File: src/hw/inp_pkg.sv
// shared constants and types of the interrupt notify and power block
package inp_pkg;

  // ---------------------------------------------------------------
  // notification sources, one wired output each
  // ---------------------------------------------------------------
  localparam int NUM_SRC     = 13;
  localparam int SRC_IDX_W   = 4;
  localparam int SRC_EVTQ_NS = 0;
  localparam int SRC_EVTQ_S  = 1;
  localparam int SRC_PRQ_NS  = 2;
  localparam int SRC_SYNC_NS = 3;
  localparam int SRC_SYNC_S  = 4;
  localparam int SRC_GERR_NS = 5;
  localparam int SRC_GERR_S  = 6;
  localparam int SRC_EVTQ_R  = 7;
  localparam int SRC_PRQ_R   = 8;
  localparam int SRC_SYNC_R  = 9;
  localparam int SRC_GERR_R  = 10;
  localparam int SRC_GPF     = 11;
  localparam int SRC_GPT_CFG = 12;

  // ---------------------------------------------------------------
  // security domains and interrupt-control enable bit positions
  // ---------------------------------------------------------------
  localparam int NUM_DOM   = 3;
  localparam int DOM_NS    = 0;
  localparam int DOM_S     = 1;
  localparam int DOM_R     = 2;
  localparam int CTRL_W    = 3;
  localparam int CTRL_EVTQ = 0;
  localparam int CTRL_PRQ  = 1;
  localparam int CTRL_GERR = 2;
  localparam int ROOT_W    = 2;
  localparam int ROOT_GPF  = 0;
  localparam int ROOT_GPT  = 1;

  // message payload is a 32-bit data write
  localparam int MSG_DATA_W = 32;

  typedef enum logic [1:0] {
    PWR_RUN,
    PWR_DRAIN,
    PWR_OFF
  } inp_pwr_t;

endpackage : inp_pkg

File: src/hw/inp_src_if.sv
// bundle between the notify controller and its per-source channels
`timescale 1ns/1ps
interface inp_src_if
  import inp_pkg::*;
#(
  parameter int N = NUM_SRC
);
  logic [N-1:0] trig;    // one-cycle trigger per source
  logic [N-1:0] en;      // source enable
  logic [N-1:0] msg_ok;  // message write allowed (supported, addr non-zero)
  logic [N-1:0] done;    // message write accepted by the far side
  logic         rst_n;   // block reset including wake-up reset
  logic [N-1:0] pulse;   // wired pulse
  logic [N-1:0] pend;    // message write outstanding

  modport ctl  (output trig, en, msg_ok, done, rst_n, input pulse, pend);
  modport chan (input trig, en, msg_ok, done, rst_n, output pulse, pend);
endinterface : inp_src_if

File: src/hw/inp_notify.sv
// interrupt notification, power-off and dormant-hint logic
//
// Function
// - event queue sources fire only on empty to non-empty transitions.
// - realm page-request fires from low bit; non-secure from its condition.
// - sync source fires when a sync completes that asked for an interrupt.
// - global-error source fires when any error of that domain activates.
// - root sources fire on fault address or table config fault records.
// - each source except sync has its own enable; disabled means no pulse, no message.
// - an enabled source pulses its own wired output on a trigger; back-to-back triggers merge.
// - message writes only when supported and target address is non-zero.
// - wired and message signalling may be used at the same time.
// - triggers are edges; no software-clearable pending state exists.
// - reliability interrupts stay independent of notification sources.
// - two extra wired outputs report active granule-protection faults.
// - automatic gating is invisible, keeps state, wakes on a transaction.
// - power-off only after every used domain requested or agreed.
// - stalled transactions at power-down are aborted.
// - wake-up gives a full reset; agent re-initialises before clients.
// - dormant flag set means no cached data and no prefetch running.
// - a notification is seen only after what it announces is seen.
// - disabling a message source waits for its earlier writes.
`timescale 1ns/1ps
module inp_notify
  import inp_pkg::*;
#(
  parameter int ADDR_W     = 64,
  parameter int GERR_W     = 8,
  parameter bit WIRED_IMPL = 1'b1
)(
  input  wire logic                               clk,              // clock
  input  wire logic                               reset_n,          // reset
  input  wire logic [NUM_DOM-1:0]                 evtq_nonempty,    // queues
  input  wire logic                               prq_ns_cond,      // ns prq
  input  wire logic                               prq_r_low_bit,    // rl prq
  input  wire logic [NUM_DOM-1:0]                 sync_done,        // sync
  input  wire logic [NUM_DOM-1:0]                 sync_irq_req,     // asked
  input  wire logic [NUM_DOM-1:0][ADDR_W-1:0]     sync_msg_addr,    // cmd
  input  wire logic [NUM_DOM-1:0][MSG_DATA_W-1:0] sync_msg_data,    // cmd
  input  wire logic [NUM_DOM-1:0][GERR_W-1:0]     global_error_reg, // errs
  input  wire logic                               gpf_active,       // rec
  input  wire logic                               gpt_cfg_active,   // rec
  input  wire logic [NUM_DOM-1:0][CTRL_W-1:0]     irq_ctrl_en,      // en
  input  wire logic [ROOT_W-1:0]                  root_irq_ctrl_en, // en
  input  wire logic                               msg_supported,    // cap
  input  wire logic [NUM_SRC-1:0][ADDR_W-1:0]     msg_addr_cfg,     // cfg
  input  wire logic [NUM_SRC-1:0][MSG_DATA_W-1:0] msg_data_cfg,     // cfg
  output wire logic [NUM_SRC-1:0]                 wired_irq,        // pulses
  output wire logic                               msg_valid,        // req
  input  wire logic                               msg_ready,        // ack
  output wire logic [ADDR_W-1:0]                  msg_addr,         // addr
  output wire logic [MSG_DATA_W-1:0]              msg_data,         // data
  output wire logic [SRC_IDX_W-1:0]               msg_src,          // source
  input  wire logic                               ras_irq_in,       // ras
  output wire logic                               ras_irq_out,      // ras
  input  wire logic [NUM_DOM-1:0]                 pwr_off_req,      // agree
  input  wire logic [NUM_DOM-1:0]                 dom_in_use,       // used
  input  wire logic                               stalled_any,      // stall
  input  wire logic                               wake_evt,         // wake
  input  wire logic                               sw_init_done,     // init
  output wire logic                               abort_stalled,    // abort
  output wire logic                               powered_off,      // off
  output wire logic                               reinit_pending,   // reinit
  output wire logic                               client_en_ok,     // ok
  input  wire logic                               idle_hint,        // idle
  input  wire logic                               txn_arrive,       // txn
  output wire logic                               clk_gate_en,      // gate
  output wire logic                               cache_drop,       // drop
  input  wire logic                               cache_empty,      // empty
  input  wire logic                               prefetch_busy,    // pf
  output wire logic                               dormant_flag      // hint
);

  // ---------------------------------------------------------------
  // state
  // ---------------------------------------------------------------
  typedef struct packed {
    logic [NUM_DOM-1:0]                 evtq_prev;
    logic                               prq_ns_prev;
    logic                               prq_r_prev;
    logic [NUM_DOM-1:0][GERR_W-1:0]     gerr_prev;
    logic                               gpf_prev;
    logic                               gpt_prev;
    logic [NUM_SRC-1:0]                 trig;
    logic [NUM_DOM-1:0][ADDR_W-1:0]     sync_addr;
    logic [NUM_DOM-1:0][MSG_DATA_W-1:0] sync_data;
    inp_pwr_t                           pwr;
    logic                               soft_rst;
    logic                               reinit;
    logic                               gated;
    logic                               drop;
    logic                               dormant;
    logic                               ras;
    logic                               abort;
    logic                               busy;
    logic [SRC_IDX_W-1:0]               idx;
    logic [ADDR_W-1:0]                  addr;
    logic [MSG_DATA_W-1:0]              data;
  } inp_state_t;

  inp_state_t st;
  inp_state_t next_st;

  inp_src_if #(.N(NUM_SRC)) sif ();

  logic [NUM_SRC-1:0][ADDR_W-1:0]     src_addr;
  logic [NUM_SRC-1:0][MSG_DATA_W-1:0] src_data;
  logic [NUM_SRC-1:0]                 src_en;
  logic                               run;
  logic                               all_agree;
  logic                               found;
  logic [SRC_IDX_W-1:0]               pick;

  assign run       = (st.pwr == PWR_RUN);
  // domains not in use are counted as agreeing
  assign all_agree = &(pwr_off_req | ~dom_in_use);

  // ---------------------------------------------------------------
  // per-source enables and message targets
  // ---------------------------------------------------------------
  always_comb begin
    src_addr = msg_addr_cfg;
    src_data = msg_data_cfg;
    // sync destination and payload come from the command itself
    src_addr[SRC_SYNC_NS] = st.sync_addr[DOM_NS];
    src_addr[SRC_SYNC_S]  = st.sync_addr[DOM_S];
    src_addr[SRC_SYNC_R]  = st.sync_addr[DOM_R];
    src_data[SRC_SYNC_NS] = st.sync_data[DOM_NS];
    src_data[SRC_SYNC_S]  = st.sync_data[DOM_S];
    src_data[SRC_SYNC_R]  = st.sync_data[DOM_R];
    src_en = '0;
    src_en[SRC_EVTQ_NS] = irq_ctrl_en[DOM_NS][CTRL_EVTQ];
    src_en[SRC_PRQ_NS]  = irq_ctrl_en[DOM_NS][CTRL_PRQ];
    src_en[SRC_GERR_NS] = irq_ctrl_en[DOM_NS][CTRL_GERR];
    src_en[SRC_EVTQ_S]  = irq_ctrl_en[DOM_S][CTRL_EVTQ];
    src_en[SRC_GERR_S]  = irq_ctrl_en[DOM_S][CTRL_GERR];
    src_en[SRC_EVTQ_R]  = irq_ctrl_en[DOM_R][CTRL_EVTQ];
    src_en[SRC_PRQ_R]   = irq_ctrl_en[DOM_R][CTRL_PRQ];
    src_en[SRC_GERR_R]  = irq_ctrl_en[DOM_R][CTRL_GERR];
    src_en[SRC_GPF]     = root_irq_ctrl_en[ROOT_GPF];
    src_en[SRC_GPT_CFG] = root_irq_ctrl_en[ROOT_GPT];
    // sync interrupts are requested per command
    src_en[SRC_SYNC_NS] = 1'b1;
    src_en[SRC_SYNC_S]  = 1'b1;
    src_en[SRC_SYNC_R]  = 1'b1;
  end

  generate
    for (genvar i = 0; i < NUM_SRC; i++) begin : g_src
      assign sif.en[i]     = src_en[i] & run;
      assign sif.msg_ok[i] = msg_supported & (src_addr[i] != '0);
      assign sif.done[i]   = st.busy & msg_ready
                             & (st.idx == SRC_IDX_W'(i));
      inp_src_chan #(
        .IDX        (i),
        .WIRED_IMPL (WIRED_IMPL)
      ) u_chan (
        .clk (clk),
        .sif (sif.chan)
      );
    end
  endgenerate

  assign sif.trig  = st.trig;
  assign sif.rst_n = reset_n & ~st.soft_rst;

  // lowest ready source wins the single message port
  always_comb begin
    found = 1'b0;
    pick  = '0;
    for (int i = 0; i < NUM_SRC; i++) begin
      if (!found && sif.pend[i] && sif.msg_ok[i]) begin
        found = 1'b1;
        pick  = SRC_IDX_W'(i);
      end
    end
  end

  // ---------------------------------------------------------------
  // next state
  // ---------------------------------------------------------------
  always_comb begin
    next_st = st;
    // edges compare the live inputs against last cycle's copies and land
    // a cycle later, so the announcement never overtakes the news
    next_st.evtq_prev   = evtq_nonempty;
    next_st.prq_ns_prev = prq_ns_cond;
    next_st.prq_r_prev  = prq_r_low_bit;
    next_st.gerr_prev   = global_error_reg;
    next_st.gpf_prev    = gpf_active;
    next_st.gpt_prev    = gpt_cfg_active;
    next_st.trig = '0;
    next_st.trig[SRC_EVTQ_NS] = evtq_nonempty[DOM_NS]
                                & ~st.evtq_prev[DOM_NS];
    next_st.trig[SRC_EVTQ_S]  = evtq_nonempty[DOM_S] & ~st.evtq_prev[DOM_S];
    next_st.trig[SRC_EVTQ_R]  = evtq_nonempty[DOM_R] & ~st.evtq_prev[DOM_R];
    next_st.trig[SRC_PRQ_NS]  = prq_ns_cond & ~st.prq_ns_prev;
    next_st.trig[SRC_PRQ_R]   = prq_r_low_bit & ~st.prq_r_prev;
    next_st.trig[SRC_SYNC_NS] = sync_done[DOM_NS]
                                & sync_irq_req[DOM_NS];
    next_st.trig[SRC_SYNC_S]  = sync_done[DOM_S] & sync_irq_req[DOM_S];
    next_st.trig[SRC_SYNC_R]  = sync_done[DOM_R] & sync_irq_req[DOM_R];
    next_st.trig[SRC_GERR_NS] = |(global_error_reg[DOM_NS]
                                  & ~st.gerr_prev[DOM_NS]);
    next_st.trig[SRC_GERR_S]  = |(global_error_reg[DOM_S]
                                  & ~st.gerr_prev[DOM_S]);
    next_st.trig[SRC_GERR_R]  = |(global_error_reg[DOM_R]
                                  & ~st.gerr_prev[DOM_R]);
    // these two feed the extra wired outputs of the top bits
    next_st.trig[SRC_GPF]     = gpf_active & ~st.gpf_prev;
    next_st.trig[SRC_GPT_CFG] = gpt_cfg_active & ~st.gpt_prev;
    for (int d = 0; d < NUM_DOM; d++) begin
      if (sync_done[d] && sync_irq_req[d]) begin
        next_st.sync_addr[d] = sync_msg_addr[d];
        next_st.sync_data[d] = sync_msg_data[d];
      end
    end
    // reliability interrupt has its own path and touches nothing else
    next_st.ras = ras_irq_in;

    // message port
    if (st.busy && msg_ready) begin
      next_st.busy = 1'b0;
    end else if (!st.busy && found) begin
      next_st.busy = 1'b1;
      next_st.idx  = pick;
      next_st.addr = src_addr[pick];
      next_st.data = src_data[pick];
    end

    // power control; the agent has quiesced traffic before asking
    next_st.soft_rst = 1'b0;
    next_st.abort    = 1'b0;
    unique case (st.pwr)
      PWR_RUN: begin
        if (all_agree && (|dom_in_use)) begin
          next_st.pwr = PWR_DRAIN;
        end
      end
      PWR_DRAIN: begin
        next_st.abort = stalled_any;
        if (!stalled_any && !st.busy) begin
          next_st.pwr = PWR_OFF;
        end
      end
      PWR_OFF: begin
        // register inputs are ignored here by agreement
        if (wake_evt) begin
          next_st.soft_rst = 1'b1;
        end
      end
    endcase
    if (sw_init_done) begin
      next_st.reinit = 1'b0;
    end

    // automatic gating keeps every register; only cached data may go
    next_st.drop = 1'b0;
    if (txn_arrive || !run) begin
      next_st.gated = 1'b0;
    end else if (idle_hint && !st.gated) begin
      next_st.gated = 1'b1;
      next_st.drop  = 1'b1;
    end
    next_st.dormant = cache_empty & ~prefetch_busy;
  end

  always_ff @(posedge clk) begin
    if (!reset_n) begin
      st <= '0;
    end else if (st.soft_rst) begin
      // wake-up behaves as a full reset, then software must re-init
      st        <= '0;
      st.reinit <= 1'b1;
    end else begin
      st <= next_st;
    end
  end

  // ---------------------------------------------------------------
  // outputs
  // ---------------------------------------------------------------
  assign wired_irq      = sif.pulse;
  assign msg_valid      = st.busy;
  assign msg_addr       = st.addr;
  assign msg_data       = st.data;
  assign msg_src        = st.idx;
  assign ras_irq_out    = st.ras;
  assign abort_stalled  = st.abort;
  assign powered_off    = (st.pwr == PWR_OFF);
  assign reinit_pending = st.reinit;
  assign client_en_ok   = run & ~st.reinit;
  // a waiting transaction ungates at once, so wake is on demand
  assign clk_gate_en    = st.gated & ~txn_arrive;
  assign cache_drop     = st.drop;
  assign dormant_flag   = st.dormant;
endmodule : inp_notify

File: src/hw/inp_src_chan.sv
// one notification source: wired pulse and message request tracking
`timescale 1ns/1ps
module inp_src_chan
  import inp_pkg::*;
#(
  parameter int IDX        = 0,
  parameter bit WIRED_IMPL = 1'b1
)(
  input wire logic clk,          // block clock
  inp_src_if.chan  sif           // controller side
);

  typedef struct packed {
    logic pulse;
    logic pend;
    logic msg_on;
  } inp_chan_t;

  inp_chan_t st;
  inp_chan_t next_st;
  logic      want;

  assign want = sif.en[IDX] & sif.msg_ok[IDX];

  always_comb begin
    next_st = st;
    // back-to-back triggers merge into one pulse
    next_st.pulse = WIRED_IMPL & sif.trig[IDX] & sif.en[IDX]
                    & ~st.pulse;
    // the only way out of pending is completion, never software
    if (st.pend && sif.done[IDX]) begin
      next_st.pend = 1'b0;
    end
    // wired and message paths run side by side; a new trigger wins
    if (sif.trig[IDX] && want) begin
      next_st.pend = 1'b1;
    end
    // a disable only lands once earlier writes have drained
    if (want) begin
      next_st.msg_on = 1'b1;
    end else if (!st.pend) begin
      next_st.msg_on = 1'b0;
    end
  end

  always_ff @(posedge clk) begin
    if (!sif.rst_n) begin
      st <= '0;
    end else begin
      st <= next_st;
    end
  end

  assign sif.pulse[IDX] = st.pulse;
  assign sif.pend[IDX]  = st.pend;
endmodule : inp_src_chan

File: config.mk
export PLATFORM = sky130hd
export DESIGN_NAME = inp_notify
export DESIGN_NICKNAME = d
export VERILOG_FILES = /design/src/hw/inp_pkg.sv /design/src/hw/inp_src_if.sv /design/src/hw/inp_notify.sv /design/src/hw/inp_src_chan.sv
export SDC_FILE = /design/constraint.sdc
export NUM_CORES = 2
export LEC_CHECK = 0
export ABC_AREA = 1
export ABC_CLOCK_PERIOD_IN_PS = 2950
export BUFFER_PORTS_ARGS = -buffer_cell sky130_fd_sc_hd__buf_4
export CAP_MARGIN = 0
export CORE_AREA = 2 2 669 671
export DETAILED_ROUTE_END_ITERATION = 10
export DIE_AREA = 0 0 671 673
export MAX_ROUTING_LAYER = met4
export PLACE_DENSITY = 0.33
export SLEW_MARGIN = 5
export SYNTH_ARGS = -nofsm -noshare
export SYNTH_HDL_FRONTEND = slang
export SYNTH_SLANG_ARGS = --single-unit
File: constraint.sdc
create_clock -name clk -period 2.95 [get_ports clk]
set_input_delay 0.59 -clock clk [delete_from_list [all_inputs] [get_ports clk]]
set_output_delay 0.59 -clock clk [all_outputs]
set_load 0.01 [all_outputs]
# == After elaboration in Yosys (flattened, before gate mapping) ==
# Index checks and enable logic that the tools add are counted.
# classes
eq_ne,16
magnitude_cmp,1
mux,68
bitwise_logic,126
reduce_logical,118
# ops
operator,n
nonzero test 64 bit,13
binary-select mux 64 bit (select 4 bit),1
binary-select mux 32 bit (select 4 bit),1
2-to-1 mux 107 bit,1
2-to-1 mux 101 bit,1
2-to-1 mux 100 bit,1
AND 1 bit,90
2-to-1 mux 64 bit,1
logical AND 1 bit,59
2-to-1 mux 1 bit,46
2-to-1 mux 4 bit,11
2-to-1 mux 32 bit,1
nonzero test 2 bit,15
inverter 1 bit,28
AND 8 bit,3
inverter 8 bit,3
OR reduction 8 bit,3
== test 4 bit (second input constant),5
== test 4 x 3 -> 1 bit (second input constant),4
zero test 1 bit,16
OR reduction 3 bit,5
== test 4 x 2 -> 1 bit (second input constant),2
2-to-1 mux 2 bit,3
AND reduction 3 bit,2
other kinds (14),14
# totals
output_inout_bits,122
regBits,468
wordCells,382
in_bits,1602

# == Logic depth before layout (Yosys ltp) ==
# logic_depth
word_depth,57
depth_mapped,23
ltp_nobuf,21

# == Worst setup path before layout ==
# Ideal clock, no wire load.
# synth_path
kind,input -> register
from,input port msg_addr_cfg[126] (netlist bit)
to,"register st, in the netlist msg_data[10]"
slack_ns,0.213
path_buffers,3
cell_stages,21
required_time_ns,2.831
setup_time_ns,0.119
arrival_ns,2.617
cell_sequence,nor2_1 nand2_1 nor2_1 nand2_1 nor2_1 nand2_1 nand3_1 nand2_2 nor2_4 nand4_2 nor3_2 o211ai_1 buf_2 buf_2 buf_2 nand2_1 nand3_1 nand3_1 nand2_1 inv_1 a21oi_1
# synth_via
elab_chain_cells,50
word_cells_on_any_way,64
classes_between,mux: 26; bitwise: 1; reduce/logical: 37
# synth_lines
item,line,rtl
start: declaration,inp_notify.sv:46,"input wire logic [NUM_SRC-1:0][ADDR_W-1:0] msg_addr_cfg,"
nonzero test 64 bit *,inp_notify.sv:151,assign sif.msg_ok[i] = msg_supported & (src_addr[i] != '0);
AND 1 bit *,inp_notify.sv:151,
logical AND 1 bit *,inp_notify.sv:172,if (!found && sif.pend[i] && sif.msg_ok[i]) begin
2-to-1 mux 1 bit,inp_notify.sv:172,
zero test 1 bit,inp_notify.sv:172,
logical AND 1 bit (2 in a row),inp_notify.sv:172,
2-to-1 mux 1 bit,inp_notify.sv:172,
zero test 1 bit,inp_notify.sv:172,
[... 31 more ...],--,
zero test 1 bit,inp_notify.sv:172,
logical AND 1 bit (2 in a row),inp_notify.sv:172,
2-to-1 mux 1 bit,inp_notify.sv:172,
zero test 1 bit,inp_notify.sv:172,
logical AND 1 bit (2 in a row),inp_notify.sv:172,
2-to-1 mux 4 bit / 2-to-1 mux 1 bit (equally long branches),inp_notify.sv:172,
binary-select mux 32 bit (select 4 bit) / logical AND 1 bit (equally long branches),"inp_notify.sv:228, inp_notify.sv:224",
2-to-1 mux 32 bit (implied by the code) / AND reduction 2 bit (equally long branches),--,
end signal: assignment,inp_notify.sv:276,st <= next_st;
end: declaration,inp_notify.sv:101,inp_state_t st;
# Every way passes the cells marked *; elsewhere a longest branch is shown, timed or not. The select of a mux whose other input is x is not followed.
# A chain may end at the register's enable or synchronous reset.

# == Worst setup path after layout ==
# layout_path
from,input port msg_addr_cfg[351] (netlist bit)
to,"register st, in the netlist msg_data[2]"
# layout_via
elab_chain_cells,34
word_cells_on_any_way,44
classes_between,mux: 18; bitwise: 1; reduce/logical: 25
# layout_lines
item,line
nonzero test 64 bit *,inp_notify.sv:151
AND 1 bit *,inp_notify.sv:151
logical AND 1 bit *,inp_notify.sv:172
2-to-1 mux 1 bit,inp_notify.sv:172
zero test 1 bit,inp_notify.sv:172
logical AND 1 bit (2 in a row),inp_notify.sv:172
2-to-1 mux 1 bit,inp_notify.sv:172
zero test 1 bit,inp_notify.sv:172
[... 15 more ...],--
zero test 1 bit,inp_notify.sv:172
logical AND 1 bit (2 in a row),inp_notify.sv:172
2-to-1 mux 1 bit,inp_notify.sv:172
zero test 1 bit,inp_notify.sv:172
logical AND 1 bit (2 in a row),inp_notify.sv:172
2-to-1 mux 4 bit / 2-to-1 mux 1 bit (equally long branches),inp_notify.sv:172
binary-select mux 32 bit (select 4 bit) / logical AND 1 bit (equally long branches),"inp_notify.sv:228, inp_notify.sv:224"
2-to-1 mux 32 bit (implied by the code) / AND reduction 2 bit (equally long branches),--
# Marked as above.

==> impl_metrics.ini <==
[outcome]
status = complete, but fails checks
violations = setup timing

[yosys]
ys_ff_latch = 468
postSynthCellCount = 5705
async_flop_share_pct = 0
ys.flop_type = dfxtp_1
synthMostInstantiatedCell = nand3_1
synth.avg_cell_area_um2 = 5.84
synth_edf_count = 0
synthTopCellsByCount = nand3_1, nand2_1, inv_1, dfxtp_1, nor2_1
synth_area_um2 = 33300
yosys.area.top_type = dfxtp_1
syn_nets = 7307
synth_top_area_share_pct = 28.1
yosysSeqAreaShare_pct = 28.1
yosysWarnings = 0
yosys-top-cells-area = dfxtp_1, nand3_1, nand2_1, inv_1, a21oi_1
ys_types = 37

[clock_tree]
cts_made_buffers = 78
clk_path_buf_depth = 4
cts_tree = yes
h-tree-depth = 3
path_clk_slew_ns = 0.06
cts-root-buf = clkbuf_16
clock-sinks = 468
clk-insertion-delay-late_ns = 0.84

[timing]
worst_pin_slew_ns = 1.06
drv_slew = 0
clock_skew_ns = 0.0827
hold_viol = 0
min_period_over_period_pct = 126
setup_ws_ns = -0.768
rsz0062_at_grt = yes
worst_slew_margin_rel_pct = 28.3
max_freq_ghz = 0.269
min_period_ns = 3.72
setup_viol = 100

[cells_and_area]
final_nets = 9639
syn2layout_area_growth_pct = 110
nFillCells = 51500
fin_cells = 14100
drive_above_1_share_pct = 42.1
final_util_pct = 15.8

[grt]
grt_max_degree = 85
grt_first_pass_wirelength_um = 513000
grt.total_usage_pct = 17.8
grt_overflow = 0
antenna_found_initial = 280
grt_pass1_vias = 49700

[die]
num_io_pins = 1724
fp.dieW_um = 671
die_h_um = 673
std_cell_rows = 245
die_area_um2 = 452000
core_um2 = 444000
initial_core_util_pct = 7.50

[placed_design]
placed_cells = 13600
hpwl_um = 350000
gp_congestion = 0.891
port_buffers = 1434

[routing]
totalWireLength_um = 412000
postRouteAntennaNets = 0
vias_per_cell = 3.48
drcViolationCount = 0
drt_pass1_iterations = 6
wl_per_cell_um = 29.1
drtIter0Drc = 3312
routed-via-count = 49300

[critical_path]
worst_ep_arrival_time_ns = 4.42
path_class = input port to flop
crit_path_max_fanout = 8
required_ns = 3.65
startpoint_type = input port
cp-end-kind = flop

[flow_run]
cap_violations = 0

[power_and_ir_drop]
vdd_drop_max_mv = 0.411
power-per-cell-area_nw_per_um2 = 470
p_leak_nw = 31.8

[hold_path]
hold_class = input port to flop
-- cell usage in the layout, fill, tap and decap left out, types with 72 or more instances in the layout --
cell / instances
dfxtp_1: 467
nand3_2: 326
buf_4: 2296
nor2_1: 437
nand4_1: 77
nand3_1: 896
clkbuf_16: 100
nand3_4: 96
inv_1: 806
nand2_2: 72
buf_6: 73
a21oi_1: 376
dlygate4sd3_1: 132
buf_12: 186
nand2_1: 869
nand3b_1: 96
diode_2: 128
o21ai_0: 334
nor4_1: 72
-- layout make-up --
class / count / area [µm²] / share of cell area [%]
Timing Repair Buffer: 2769 / 25100 / 35.8
Antenna cell: 128 / 320 / 0.458
Sequential cell: 468 / 9370 / 13.4
Clock buffer: 102 / 2190 / 3.13
Inverter: 847 / 3330 / 4.75
Clock inverter: 31 / 399 / 0.570
Tap cell: 5928 / 7420 / 10.6
Multi-Input combinational cell: 3873 / 21900 / 31.2
-- flip-flops by register name, summed over array words and instances (netlist names), 4 cells and up --
register / flops
src_addr: 192
src_data: 96
msg_addr: 64
st: 35
msg_data: 32
g_src.u_chan.sif.pend: 13
g_src.u_chan.sif.pulse: 13
sif.trig: 13
msg_src: 4
-- power breakdown --
group | total (mW) | switching (mW) | internal (mW)
clock network | 10.1 | 4.22 | 5.85
logic | 15.5 | 8.78 | 6.69
registers | 7.33 | 0.390 | 6.94
-- final timing paths --
kind / startpoint / to / slack, ns / cells after the start
max: msg_addr_cfg[351] / msg_data[2] / -0.77 / 25
max reg2reg: src_addr[590] / msg_data[2] / -0.70 / 23
min: sync_msg_addr[33] / src_addr[225] / 0.09 / 3
min reg2reg: st[439] / sif.trig[0] / 0.38 / 1
-- critical path: stages --
cell,delay (ns)
buf_4,0.11
inv_1,0.15
nand4_1,0.27
buf_12,0.24
nor3_1,0.24
nand2_2,0.19
nor2_1,0.14
buf_4,0.16
nand2_1,0.07
nand3_1,0.15
nand4_4,0.15
nor3_4,0.16
nand4_1,0.18
buf_12,0.20
nand2_8,0.08
buf_12,0.14
buf_16,0.21
buf_12,0.18
buf_16,0.14
buf_12,0.15
nand2_1,0.08
nand3_2,0.07
nand3_2,0.13
nand3_4,0.11
a21oi_2,0.06
-- per-stage QoR --
step,setup TNS (ns),worst slack (ns),cell area [µm²],hold slack [ns],power [mW]
2_1_floorplan,0,0.213,33300,0.373,11.8
3_3_place_gp,-221.56,-3.06,59200,0.376,21.3
3_5_place_dp,-209.04,-2.70,59200,0.380,21.2
4_1_cts,-84.89,-0.928,66600,0.000220,33.3
5_1_grt,-86.43,-0.938,69900,0.0429,34.7
6_report,-67.35,-0.768,70000,0.0905,32.9
-- routing by layer --
metal	global-route usage [%]	share of wire [%]
met3	4.11	5.9
met1	20.0	40
met2	32.3	52
met5	-	0
met4	3.41	2.3
-- repair_timing --
item                                    4_1_cts  5_1_grt
hold buffers                                132        0
setup buffers                                67       28
cloned                                       28       23
gates resized for setup                     481      557
pin swaps                                    55      141
hold endpoints to repair                    138        0
endpoints found under the setup margin      101      101
-- kinds of logic (layout without fill, tap and decap cells) --
group | after synthesis | count (layout) | share of synthesized area [%]
compound gates | 819 | 819 | 12.5
flops | 468 | 468 | 28.1
simple gates | 3054 | 3054 | 42.0
buf+inv | 1364 | 3749 | 17.4
other cells | 0 | 128 | 0
Power figures use the tool's default switching activity.
